File: config.mk
export PLATFORM = sky130hd
export DESIGN_NAME = phy_id_pages_power_class
export DESIGN_NICKNAME = d
export VERILOG_FILES = /design/src/logic/phy_id_pkg.sv /design/src/logic/phy_id_pages_power_class.sv
export SDC_FILE = /design/constraint.sdc
export NUM_CORES = 1
export LEC_CHECK = 0
export ABC_AREA = 1
export BUFFER_PORTS_ARGS = -buffer_cell sky130_fd_sc_hd__buf_2
export CAP_MARGIN = 5
export CORE_MARGIN = 2
export CORE_UTILIZATION = 49
export CTS_CLUSTER_SIZE = 8
export DETAILED_ROUTE_END_ITERATION = 8
export PLACE_DENSITY = 0.88
export SLEW_MARGIN = 20
export SYNTH_ARGS = -nofsm -noshare
export SYNTH_HDL_FRONTEND = slang
export SYNTH_SLANG_ARGS = --single-unit
export TNS_END_PERCENT = 20
File: constraint.sdc
create_clock -name ref_clk -period 2.4 [get_ports ref_clk]
set_clock_uncertainty 0.15 [all_clocks]
set_input_delay 0.12 -clock ref_clk [delete_from_list [all_inputs] [get_ports ref_clk]]
set_output_delay 0.12 -clock ref_clk [all_outputs]
set_load 0.01 [all_outputs]
File: src/logic/phy_id_pkg.sv
// shared constants and types for the phy identification and power-class register bank
package phy_id_pkg;
    // ****************************************************************
    // bus and register map
    // ****************************************************************
    localparam int unsigned ADDR_W = 8;
    localparam int unsigned DATA_W = 32;
    localparam int unsigned IDX_W = 4;
    localparam int unsigned IDX_LSB = 2;
    localparam logic [IDX_W-1:0] IDX_PWR_CLASS = 4'h4;
    localparam logic [IDX_W-1:0] IDX_PAGE_SEL = 4'h7;
    localparam logic [IDX_W-1:0] IDX_COMPLIANCE = 4'h8;
    localparam logic [IDX_W-1:0] IDX_IDENT_RSVD = 4'h9;
    localparam logic [IDX_W-1:0] IDX_OUI_HI = 4'hA;
    localparam logic [IDX_W-1:0] IDX_OUI_MID = 4'hB;
    localparam logic [IDX_W-1:0] IDX_OUI_LO = 4'hC;
    localparam logic [IDX_W-1:0] IDX_PART_HI = 4'hD;
    localparam logic [IDX_W-1:0] IDX_PART_MID = 4'hE;
    localparam logic [IDX_W-1:0] IDX_PART_LO = 4'hF;
    localparam logic [IDX_W-1:0] IDX_SOFT_RESET = 4'hE;
    localparam logic [ADDR_W-1:0] ADDR_LAST = 8'h3C;

    // ****************************************************************
    // pages and fields
    // ****************************************************************
    localparam int unsigned PAGE_W = 3;
    localparam logic [PAGE_W-1:0] PAGE_IDENT = 3'h1;
    localparam logic [PAGE_W-1:0] PAGE_VENDOR = 3'h7;
    localparam logic [PAGE_W-1:0] PAGE_RESET = 3'h0;
    localparam int unsigned SOFT_RESET_BIT = 0;
    localparam logic [7:0] COMPLIANCE_LEVEL = 8'h02;
    localparam int unsigned SELF_ID_PWR_LSB = 21;
    localparam int unsigned SELF_ID_PWR_MSB = 23;

    // ****************************************************************
    // power-class codes
    // ****************************************************************
    localparam int unsigned PWR_W = 3;
    localparam logic [PWR_W-1:0] PWR_NONE = 3'h0;
    localparam logic [PWR_W-1:0] PWR_SELF_15W = 3'h1;
    localparam logic [PWR_W-1:0] PWR_SELF_30W = 3'h2;
    localparam logic [PWR_W-1:0] PWR_SELF_45W = 3'h3;
    localparam logic [PWR_W-1:0] PWR_BUS_3W = 3'h4;
    localparam logic [PWR_W-1:0] PWR_RESERVED = 3'h5;
    localparam logic [PWR_W-1:0] PWR_BUS_PLUS_3W = 3'h6;
    localparam logic [PWR_W-1:0] PWR_BUS_PLUS_7W = 3'h7;
    localparam logic [3:0] EXTRA_W_NONE = 4'h0;
    localparam logic [3:0] EXTRA_W_3 = 4'h3;
    localparam logic [3:0] EXTRA_W_7 = 4'h7;

    // strap synchroniser depth before a value may be trusted
    localparam logic [1:0] SYNC_SETTLE = 2'h3;

    // ****************************************************************
    // apb request carrier
    // ****************************************************************
    typedef struct packed {
        logic psel;
        logic penable;
        logic pwrite;
        logic [ADDR_W-1:0] paddr;
        logic [DATA_W-1:0] pwdata;
    } apb_req_t;

    typedef struct packed {
        logic allow;
        logic [PWR_W-1:0] code;
    } strap_t;
endpackage

File: src/logic/phy_id_pages_power_class.sv
// register bank: identification page, vendor page with soft hard reset, power-class default
// ****************************************************************
// Overview of operation
// [RULE1] page select value 1 maps identification page onto paged indices 8 to 15
// [RULE2] index 8 reads compliance level 02h; index 9 reserved
// [RULE3] maker oui read-only over indices 10..12, most significant byte first
// [RULE4] part code read-only over indices 13..15, most significant byte first
// [RULE5] page select value 7 maps vendor control and test page
// [RULE6] soft hard reset at bit 0 of index 14 on vendor page; rest reserved
// [RULE7] writing one to soft hard reset performs a complete hard reset
// [RULE8] soft hard reset bit always reads back as zero
// [RULE9] default power class comes from three strap pins, sent in self-id bits 21-23
// [RULE10] strap default loads after each reset; later register 4 write replaces it
// [RULE11] code 000 no power; 001/010/011 self-powered giving 15, 30, 45 W
// [RULE12] code 100 may be bus-powered, up to 3 W, no extra link power
// [RULE13] codes 110/111 bus-powered 3 W, link needs further 3 W or 7 W
// [RULE14] software must not program reserved power class code 101
// [RULE15] writes to read-only or reserved ignored; reserved reads return zero
// [RULE16] external reset held low 2 ms; soft reset reproduces its effect
// ****************************************************************
//
// The APB interface to the registers was left to the implementer.
`timescale 1ns/1ps
`default_nettype none

module phy_id_pages_power_class #(
    parameter logic [23:0] MAKER_OUI = 24'h5A5A5A, // arbitrary value
    parameter logic [23:0] PART_CODE = 24'h0C0FFE, // arbitrary value
    parameter logic [2:0] PWR_NO_STRAP = 3'h0 // default when straps are not allowed
) (
    input wire logic ref_clk, // 20 MHz clock
    input wire logic rst_n, // synchronous reset, low active
    input wire phy_id_pkg::apb_req_t apb_req, // apb request signals
    output logic [phy_id_pkg::DATA_W-1:0] prdata, // apb read data
    output logic pready, // apb ready
    output logic pslverr, // apb error, unmapped address
    input wire logic power_strap_bit0, // strap pin, power class bit 0
    input wire logic power_strap_bit1, // strap pin, power class bit 1
    input wire logic power_strap_bit2, // strap pin, power class bit 2
    input wire logic strap_mode_allow, // pin: speed/mode selection allows straps
    output logic [2:0] self_id_pwr, // power class for self-id bits 21-23
    output logic pwr_self_powered, // node supplies power to the bus
    output logic pwr_bus_powered, // node may draw from the bus
    output logic [3:0] link_extra_watts, // extra watts needed to enable the link
    output logic soft_reset_pulse // one-cycle hard reset request from software
);
    import phy_id_pkg::*;

    // ****************************************************************
    // reset
    // ****************************************************************
    logic soft_reset_q;
    logic hard_rst;
    assign hard_rst = !rst_n || soft_reset_q; // [RULE7] [RULE16]

    // ****************************************************************
    // strap synchroniser, three stages
    // ****************************************************************
    strap_t strap_pin;
    strap_t sync1_q;
    strap_t sync2_q;
    strap_t sync3_q;
    logic [1:0] settle_q;
    logic strap_stable;
    assign strap_pin = '{allow: strap_mode_allow,
                         code: {power_strap_bit2, power_strap_bit1, power_strap_bit0}};
    // only the pin reset clears the chain, so a soft reset sees settled straps at once
    always_ff @(posedge ref_clk) begin
        if (!rst_n) begin
            sync1_q <= '0;
            sync2_q <= '0;
            sync3_q <= '0;
            settle_q <= '0;
        end else begin
            sync1_q <= strap_pin;
            sync2_q <= sync1_q;
            sync3_q <= sync2_q;
            if (settle_q != SYNC_SETTLE) begin
                settle_q <= settle_q + 2'h1;
            end
        end
    end
    assign strap_stable = (settle_q == SYNC_SETTLE) && (sync2_q == sync3_q);

    // ****************************************************************
    // apb decode
    // ****************************************************************
    logic [IDX_W-1:0] req_idx;
    logic req_mapped;
    logic wr_fire;
    logic pready_q;
    assign req_idx = apb_req.paddr[IDX_LSB+IDX_W-1:IDX_LSB];
    assign req_mapped = (apb_req.paddr <= ADDR_LAST) && (apb_req.paddr[IDX_LSB-1:0] == 2'h0);
    // writes land only at the edge where ready is sampled high
    assign wr_fire = apb_req.psel && apb_req.penable && pready_q && apb_req.pwrite && req_mapped;

    // ****************************************************************
    // page select and power class registers
    // ****************************************************************
    logic [PAGE_W-1:0] page_q;
    logic [PWR_W-1:0] pwr_q;
    logic load_pending_q;
    logic pwr_wr;
    assign pwr_wr = wr_fire && (req_idx == IDX_PWR_CLASS);
    always_ff @(posedge ref_clk) begin
        if (hard_rst) begin
            page_q <= PAGE_RESET;
        end else if (wr_fire && (req_idx == IDX_PAGE_SEL)) begin
            page_q <= apb_req.pwdata[PAGE_W-1:0];
        end
    end
    // strap default loads once after reset; a software write wins over the pending load
    always_ff @(posedge ref_clk) begin
        if (hard_rst) begin
            pwr_q <= PWR_NONE;
            load_pending_q <= 1'b1; // [RULE10]
        end else if (pwr_wr) begin
            pwr_q <= apb_req.pwdata[PWR_W-1:0]; // [RULE10] code 101 stored as written
            load_pending_q <= 1'b0;
        end else if (load_pending_q && strap_stable) begin
            pwr_q <= sync3_q.allow ? sync3_q.code : PWR_NO_STRAP; // [RULE9]
            load_pending_q <= 1'b0;
        end
    end

    // ****************************************************************
    // soft hard reset, self-clearing
    // ****************************************************************
    logic soft_reset_d;
    assign soft_reset_d = wr_fire && (page_q == PAGE_VENDOR) && (req_idx == IDX_SOFT_RESET)
                          && apb_req.pwdata[SOFT_RESET_BIT]; // [RULE6] [RULE7]
    // only the pin clears these, so the request cannot cancel itself mid-pulse
    always_ff @(posedge ref_clk) begin
        if (!rst_n) begin
            soft_reset_q <= 1'b0;
            soft_reset_pulse <= 1'b0;
        end else begin
            soft_reset_q <= soft_reset_d; // [RULE7]
            soft_reset_pulse <= soft_reset_d; // [RULE7]
        end
    end

    // ****************************************************************
    // read mux
    // ****************************************************************
    logic [7:0] rd_byte;
    always_comb begin
        rd_byte = 8'h00; // [RULE15] reserved and test bytes read zero
        if (req_idx == IDX_PWR_CLASS) begin
            rd_byte = {5'h00, pwr_q};
        end else if (req_idx == IDX_PAGE_SEL) begin
            rd_byte = {5'h00, page_q};
        end else if (page_q == PAGE_IDENT) begin // [RULE1]
            case (req_idx)
                IDX_COMPLIANCE: rd_byte = COMPLIANCE_LEVEL; // [RULE2]
                IDX_OUI_HI: rd_byte = MAKER_OUI[23:16]; // [RULE3]
                IDX_OUI_MID: rd_byte = MAKER_OUI[15:8]; // [RULE3]
                IDX_OUI_LO: rd_byte = MAKER_OUI[7:0]; // [RULE3]
                IDX_PART_HI: rd_byte = PART_CODE[23:16]; // [RULE4]
                IDX_PART_MID: rd_byte = PART_CODE[15:8]; // [RULE4]
                IDX_PART_LO: rd_byte = PART_CODE[7:0]; // [RULE4]
                default: rd_byte = 8'h00;
            endcase
        end else if (page_q == PAGE_VENDOR) begin
            rd_byte = 8'h00; // [RULE5] [RULE8] soft reset bit reads zero
        end
    end

    // ****************************************************************
    // apb answer: one wait-free access cycle after setup
    // ****************************************************************
    always_ff @(posedge ref_clk) begin
        if (hard_rst) begin
            pready_q <= 1'b0;
            pslverr <= 1'b0;
            prdata <= '0;
        end else if (apb_req.psel && !apb_req.penable) begin
            pready_q <= 1'b1;
            pslverr <= !req_mapped;
            prdata <= (!apb_req.pwrite && req_mapped) ? {24'h000000, rd_byte} : '0;
        end else begin
            pready_q <= 1'b0;
            pslverr <= 1'b0;
        end
    end
    assign pready = pready_q;

    // ****************************************************************
    // power class outputs and decode
    // ****************************************************************
    always_ff @(posedge ref_clk) begin
        if (hard_rst) begin
            self_id_pwr <= PWR_NONE;
            pwr_self_powered <= 1'b0;
            pwr_bus_powered <= 1'b0;
            link_extra_watts <= EXTRA_W_NONE;
        end else begin
            self_id_pwr <= pwr_q; // [RULE9]
            pwr_self_powered <= (pwr_q == PWR_SELF_15W) || (pwr_q == PWR_SELF_30W)
                                || (pwr_q == PWR_SELF_45W); // [RULE11]
            pwr_bus_powered <= (pwr_q == PWR_BUS_3W) || (pwr_q == PWR_BUS_PLUS_3W)
                               || (pwr_q == PWR_BUS_PLUS_7W); // [RULE12] [RULE13]
            case (pwr_q)
                PWR_BUS_PLUS_3W: link_extra_watts <= EXTRA_W_3; // [RULE13]
                PWR_BUS_PLUS_7W: link_extra_watts <= EXTRA_W_7; // [RULE13]
                default: link_extra_watts <= EXTRA_W_NONE; // [RULE12]
            endcase
        end
    end
endmodule // phy_id_pages_power_class

`default_nettype wire

==> results of run 1 <==
==> worst max-delay path by stage <==
| stage | cells past startpoint | endpoint |
|---|---|---|
| after floorplan | 10 | pwr_q[0] |
| after detailed placement | 10 | pwr_q[1] |
| after global placement | 10 | load_pending_q |
| after CTS | 10 | pwr_q[1] |
| after global routing | 10 | pwr_q[1] |
| final | 10 | pwr_q[1] |
==> state kept, by name (all words and copies together) (netlist names) <==
| register | count |
|---|---|
| pready | 1 |
| link_extra_watts | 2 |
| soft_reset_q | 1 |
| prdata | 6 |
| pslverr | 1 |
| load_pending_q | 1 |
| page_q | 3 |
| pwr_bus_powered | 1 |
| sync2_q | 4 |
| self_id_pwr | 3 |
| pwr_q | 3 |
| sync1_q | 4 |
| sync3_q | 4 |
| pwr_self_powered | 1 |
| settle_q | 2 |
==> layer usage <==
| layer | vias to the layer above | global-route usage, % | wire length [um] |
|---|---|---|---|
| met5 | - | 0 | 0 |
| met4 | 0 | 9.90 | 68 |
| met3 | 9 | 4.11 | 211 |
| met2 | 52 | 25.8 | 1420 |
| met1 | 624 | 16.9 | 1270 |
| li1 | 796 | - | - |
==> kinds of logic (layout without fill, tap and decap cells) <==
logic type	after synthesis	after routing	share of synthesized area, %
simple gates	117	117	31.2
flops	37	37	40.2
compound gates	21	21	6.05
other cells	1	25	0.204
fa+ha+maj	1	1	0.679
xor+xnor	1	1	0.476
buf+inv	74	97	21.2
==> what timing repair did <==
item                                   4_1_cts  5_1_grt
gates resized for setup                      0        0
endpoints found under the hold margin        7        0
setup buffers                                0        0
hold buffers                                 7        0
==> power by group through the flow <==
stage	combinational (mW)	clock [mW]	sequential (mW)
2_1_floorplan	0.113	0	0.657
3_3_place_gp	0.111	0	0.656
3_5_place_dp	0.115	0	0.657
4_1_cts	0.125	0.635	0.643
5_1_grt	0.145	0.667	0.645
6_report	0.124	0.621	0.643
==> area by class of cell <==
cell class / instances / area (um2) / area share, %
inverter: 44 / 165 / 7.64
timing repair buffer: 45 / 260 / 12.0
tap: 48 / 60.1 / 2.78
multi-input combinational: 165 / 801 / 37.1
sequential: 37 / 741 / 34.3
clock buffer: 5 / 68.8 / 3.18
clock inverter: 3 / 65.1 / 3.01
==> Yosys cell counts <==
cell type  number  area share [%]
and3_1          1            0.34
clkbuf_1        1            0.20
nor3_1          1            0.27
nor2_4          6             3.7
nand2_1        63              13
ha_1            1            0.68
nand4_1         1            0.34
buf_6           1            0.61
buf_4          28              11
conb_1          1            0.20
nor3_2          2             1.1
o21a_1          1            0.41
nor2_2          4             1.4
o21ai_0         6             1.6
o21ai_1         2            0.54
xnor2_1         1            0.48
inv_1          35             7.1
nor2_1         16             3.3
nand3_1        14             3.8
a21oi_2         1            0.48
nor3_4          1            0.88
dfxtp_1        37              40
inv_2           9             1.8
nand3_4         1            0.95
nand2_2         7             2.4
a21oi_1        11             3.0
==> worst max-delay path: stages, from the launching register on <==
cell and delay [ns]:
dfxtp_1 0.35, ha_1 0.19, nand2_1 0.06, inv_1 0.05, nand2_1 0.04, nor2_1 0.09, nand3_1 0.12, nand2_2 0.11
inv_1 0.07, nand2_1 0.05, nand2_1 0.05
==> impl_metrics.py, run 1 <==
metrics = {
    "outcome": {
        "status": "finished clean",
    },
    "global_routing": {
        "grt_overflow": 0,
        "grt_antenna_before_repair": 0,
        "grt_pass1_wl_mm": 5.00,
        "track_usage_pct": 15.3,
        "grt_pass1_vias": 1258,
        "grt_max_degree": 17,
    },
    "timing": {
        "layout_min_cycle_time_ns": 1.42,
        "setup_violations": 0,
        "fin_crit_sh_pct": 59.3,
        "maxSlewViolCount": 0,
        "finalHoldViolCount": 0,
        "grt_setup_unrepaired": "no",
        "fin_ws_ns": 0.977,
        "hold_slack_ns": 0.0281,
        "fmax_mhz": 703,
        "finalSetupTns_ns": 0,
    },
    "power": {
        "swShare_pct": 21.5,
        "pwr-share-seq_pct": 46.3,
        "power_mw": 1.39,
        "power_frac_comb_pct": 8.9,
        "p_leak_nw": 1.14,
        "p_clk_share_pct": 44.7,
        "switchingPower_uw": 298,
        "p_int_mw": 1.09,
        "peakVddDrop_uv": 426,
        "p_per_area_nw_per_um2": 642,
    },
    "job": {
        "maxCapViolations": 0,
    },
    "min_path": {
        "holdPathEnd": "sync1_q[1]",
        "whs_path_depth": 3,
        "hold_path.startpoint": "rst_n",
        "hold_path.class": "primary input to flip-flop",
    },
    "finish": {
        "fillers": 337,
        "final_util_pct": 59.5,
        "drive_gt1_share_pct": 25.8,
        "final_area_um2": 2160,
        "nets": 348,
        "final_common_cell": "nand2_1",
        "diodes": 0,
        "final_cell_mix": "nand2_1 (63), buf_2 (38), dfxtp_1 (37)",
        "final_cells": 347,
        "areaGrowthSynthToFinish_pct": 17.3,
    },
    "floorplan": {
        "pin_count": 93,
        "die_w_um": 65.3,
        "design.die.area_um2": 4270,
        "coreArea_um2": 3630,
        "rows": 22,
        "die_h_um": 65.3,
        "start_util_pct": 50.7,
    },
    "logic_synthesis": {
        "yosysWarnings": 0,
        "avgSynthCellArea_um2": 7.31,
        "synth-seq-cells": 37,
        "ys_seq_area_share_pct": 40.2,
        "netlist_area_um2": 1840,
        "synthCells": 252,
        "ys_types": 26,
    },
    "placed_design": {
        "place_congestion": 0.874,
        "place_inst": 332,
        "dp_slack_ns": 0.973,
        "portBuffers": 38,
        "placed_area_um2": 1960,
        "dp_hpwl_mm": 2.21,
    },
    "cts": {
        "clock_sinks": 37,
        "cts_buffers": 5,
        "cts_tree": "built",
        "htree_levels": 2,
        "cts_root_buf": "clkbuf_8",
        "path_clk_slew_ns": 0.07,
        "clockBufferDepth": 2,
        "clock_latency_ns": 0.28,
    },
    "setup_path": {
        "r2r_end": "pwr_q[1]",
        "required_ns": 2.43,
        "reg2reg_depth": 10,
        "startpoint": "settle_q[0]",
        "start_kind": "flip-flop",
        "crit_fanout": 4,
        "worstReg2RegStart": "settle_q[0]",
        "worstSetupPathType": "flip-flop to flip-flop",
        "arrival_ns": 1.46,
        "rrSetupSlack_ns": 0.98,
        "endpoint_kind": "flip-flop",
    },
    "route": {
        "drtAntennaViolNets": 0,
        "drt_wl_total_mm": 2.98,
        "drc": 0,
        "vias": 1481,
        "post_drt_via_cell_ratio": 4.27,
        "drt_first_pass_iters": 4,
        "dr.first_iter.drc_count": 56,
        "post_drt_wl_per_cell_um": 8.57,
    },
}
Power figures use the tool's default switching activity.
==> run 2, diff against run 1 <==
Settings changed: ABC_AREA 1 to 0, CORE_UTILIZATION 49 to 44, PLACE_DENSITY 0.88 to 0.83.
Clock period 2.4 ns to 1.48 ns, I/O delays scaled along.
==> run 2 against run 1 <==
  * The flow now finishes with violations (setup timing)
  * Area after synthesis decreased by 9.4%
  * Die area grew 0.86%
  * Power rose by 41%
  * First-iteration DRC count is 75% higher
  * Routed wire length is 4.8% higher
  * Final area is 3.5% lower
  * Synthesized cell count down 31%
  * Flip-flop and latch count stayed put
  * Clock power is 11% higher
  * Largest cell class unchanged
  * Maximum frequency down 8.0%
  * Global-route usage up 1.1 points
  * Highest routed layer unchanged
==> impl_metrics.py, run 2 <==
metrics = {
    "cts": {
        "cts_buffers": 5,
        "path_clk_slew_ns": 0.06,
        "htree_levels": 2,
        "clockBufferDepth": 2,
        "cts_tree": "built",
        "cts_setup_buffers": 0,
        "clock_latency_ns": 0.29,
        "clock_sinks": 37,
        "cts_root_buf": "clkbuf_8",
    },
    "setup_path": {
        "critPathSlowestCell": "a221o_1",
        "rrSetupSlack_ns": -0.07,
        "arrival_ns": 1.56,
        "worstReg2RegStart": "pready",
        "crit_fanout": 5,
        "cp_cell_sequence": "nand4_1, buf_6, nor3_4, nor4bb_4, a221o_1",
        "reg2reg_depth": 5,
        "worstSetupPathType": "flip-flop to flip-flop",
        "endpoint_kind": "flip-flop",
        "max_stage_delay_ns": 0.33,
        "start_kind": "flip-flop",
        "required_ns": 1.50,
        "r2r_end": "pwr_q[1]",
        "cp_top_family": "simple AND/OR/NAND/NOR gates",
        "path_buf_inv": 1,
    },
    "finish": {
        "final_cell_mix": "buf_2 (38), dfxtp_1 (35), conb_1 (25)",
        "final_cells": 280,
        "largest_register_ffs": 6,
        "final_area_um2": 2090,
        "drive_gt1_share_pct": 31.0,
        "nets": 282,
        "fillers": 322,
        "final_common_cell": "buf_2",
        "diodes": 0,
        "final_util_pct": 57.0,
        "top_register": "prdata",
        "areaGrowthSynthToFinish_pct": 25.0,
    },
    "placed_design": {
        "portBuffers": 38,
        "place_inst": 266,
        "place_congestion": 0.913,
        "dp_hpwl_mm": 2.31,
        "dp_slack_ns": -0.293,
        "placed_area_um2": 1900,
    },
    "logic_synthesis": {
        "synth_async_sr_flop_share_pct": 0,
        "synth-edff-count": 0,
        "netlist_area_um2": 1670,
        "yosysWarnings": 0,
        "avgSynthCellArea_um2": 9.65,
        "ys_seq_area_share_pct": 44.4,
        "ys_types": 39,
        "synth-seq-cells": 37,
        "synthCells": 173,
        "synthTopCellsByCount": "dfxtp_1 (37), buf_4 (28), and2_1 (18)",
        "ys.flop_type": "dfxtp_1",
        "synth_most_common_cell": "dfxtp_1",
        "synthTopCellsByArea": "dfxtp_1 (44%), buf_4 (13%), and2_1 (6.7%), mux2i_1 (2.4%), nor2_1 (2.2%)",
        "synth.largest_area_cell": "dfxtp_1",
        "synth_top_area_share_pct": 44.4,
    },
    "outcome": {
        "status": "finished with violations",
        "violations": "setup timing",
    },
    "job": {
        "maxCapViolations": 0,
    },
    "min_path": {
        "whs_path_depth": 3,
        "hold_path.class": "primary input to flip-flop",
        "holdPathEnd": "soft_reset_q",
        "hold_path.startpoint": "apb_req[39]",
    },
    "timing": {
        "fmax_mhz": 646,
        "setup_violations": 5,
        "layout_min_cycle_time_ns": 1.55,
        "finalHoldViolCount": 0,
        "fin_ws_ns": -0.0670,
        "maxSlewViolCount": 0,
        "grt_setup_unrepaired": "yes",
        "hold_slack_ns": 0.00273,
        "fin_crit_sh_pct": 105,
        "finalSetupTns_ns": -0.217,
    },
    "route": {
        "vias": 1289,
        "drtAntennaViolNets": 0,
        "drc": 0,
        "drt_first_pass_iters": 4,
        "drt_wl_total_mm": 3.12,
        "dr.first_iter.drc_count": 98,
        "post_drt_via_cell_ratio": 4.60,
        "post_drt_wl_per_cell_um": 11.1,
    },
    "floorplan": {
        "design.die.area_um2": 4300,
        "start_util_pct": 45.6,
        "coreArea_um2": 3660,
        "pin_count": 93,
        "die_h_um": 65.6,
        "die_w_um": 65.6,
        "rows": 22,
    },
    "power": {
        "p_leak_nw": 1.01,
        "pwr-share-seq_pct": 53.3,
        "power_frac_comb_pct": 11.5,
        "peakVddDrop_uv": 624,
        "p_per_area_nw_per_um2": 936,
        "power_mw": 1.95,
        "swShare_pct": 23.2,
        "switchingPower_uw": 452,
        "p_int_mw": 1.50,
        "p_clk_share_pct": 35.2,
    },
    "global_routing": {
        "grt_pass1_wl_mm": 5.26,
        "grt_overflow": 0,
        "grt_antenna_before_repair": 0,
        "track_usage_pct": 16.4,
        "grt_max_degree": 15,
        "grt_pass1_vias": 1204,
    },
}
==> run 2: cell types whose count changed after synthesis, sizes merged, moves of 4 or more <==
| cell | delta |
|---|---|
| mux2i | +4 |
| o21ai | -4 |
| nor2 | -16 |
| inv | -37 |
| a21oi | -8 |
| and2 | +18 |
| nand3 | -14 |
| nand2 | -61 |
==> run 2: worst max-delay path by stage <==
stage	startpoint	endpoint	cells past startpoint
after floorplan	apb_req[34]	pwr_q[0]	5
after global placement	apb_req[37]	pwr_q[0]	5
after detailed placement	apb_req[37]	pwr_q[1]	5
after CTS	pready	pwr_q[1]	5
after global routing	sync3_q[3]	pwr_q[1]	4
final	pready	pwr_q[1]	5
==> run 2: final cells by class <==
type | instances | area [um2] | area share (%)
Inverter | 7 | 26.3 | 1.26
Sequential cell | 37 | 743 | 35.6
Timing Repair Buffer | 62 | 392 | 18.8
Multi-Input combinational cell | 119 | 778 | 37.3
Tap cell | 48 | 60.1 | 2.88
Clock buffer | 7 | 86.3 | 4.14
==> run 2: worst register-to-register path, delay by kind of cell (launching register included) <==
| kind | cells | cell delay (ns) |
|---|---|---|
| DFF | 1 | 0.32 |
| buffers and inverters | 1 | 0.15 |
| and+or+nand+nor | 3 | 0.48 |
| AOI/OAI and AO/OA | 1 | 0.33 |
==> run 2: cell families after synthesis <==
logic type / count (synthesis) / synth area share, %
xor+xnor: 6 / 3.15
fa+ha+maj: 1 / 0.750
other cells: 1 / 0.225
buf+inv: 41 / 16.0
mux: 4 / 2.40
simple gates: 63 / 23.9
flops: 37 / 44.4
compound gates: 20 / 9.15
==> run 2: layer usage <==
metal	vias to the layer above	part of all wire, %	global-route usage [%]
met4	0	3.0	10.7
li1	650	-	-
met1	571	41	17.6
met2	59	49	27.8
met3	9	7.6	4.79
met5	-	0	0
==> run 2: power by group through the flow <==
stage / Sequential (mW) / Combinational [mW] / Clock [mW]
5_1_grt: 1.04 / 0.249 / 0.750
3_3_place_gp: 1.06 / 0.197 / 0
4_1_cts: 1.04 / 0.221 / 0.710
6_report: 1.04 / 0.224 / 0.688
2_1_floorplan: 1.06 / 0.177 / 0
3_5_place_dp: 1.06 / 0.200 / 0
==> run 2: repair_timing <==
item	4_1_cts	5_1_grt
gates resized for setup	5	2
setup endpoints to repair	6	7
pin swaps	6	2
hold buffers	7	0
hold endpoints to repair	9	0
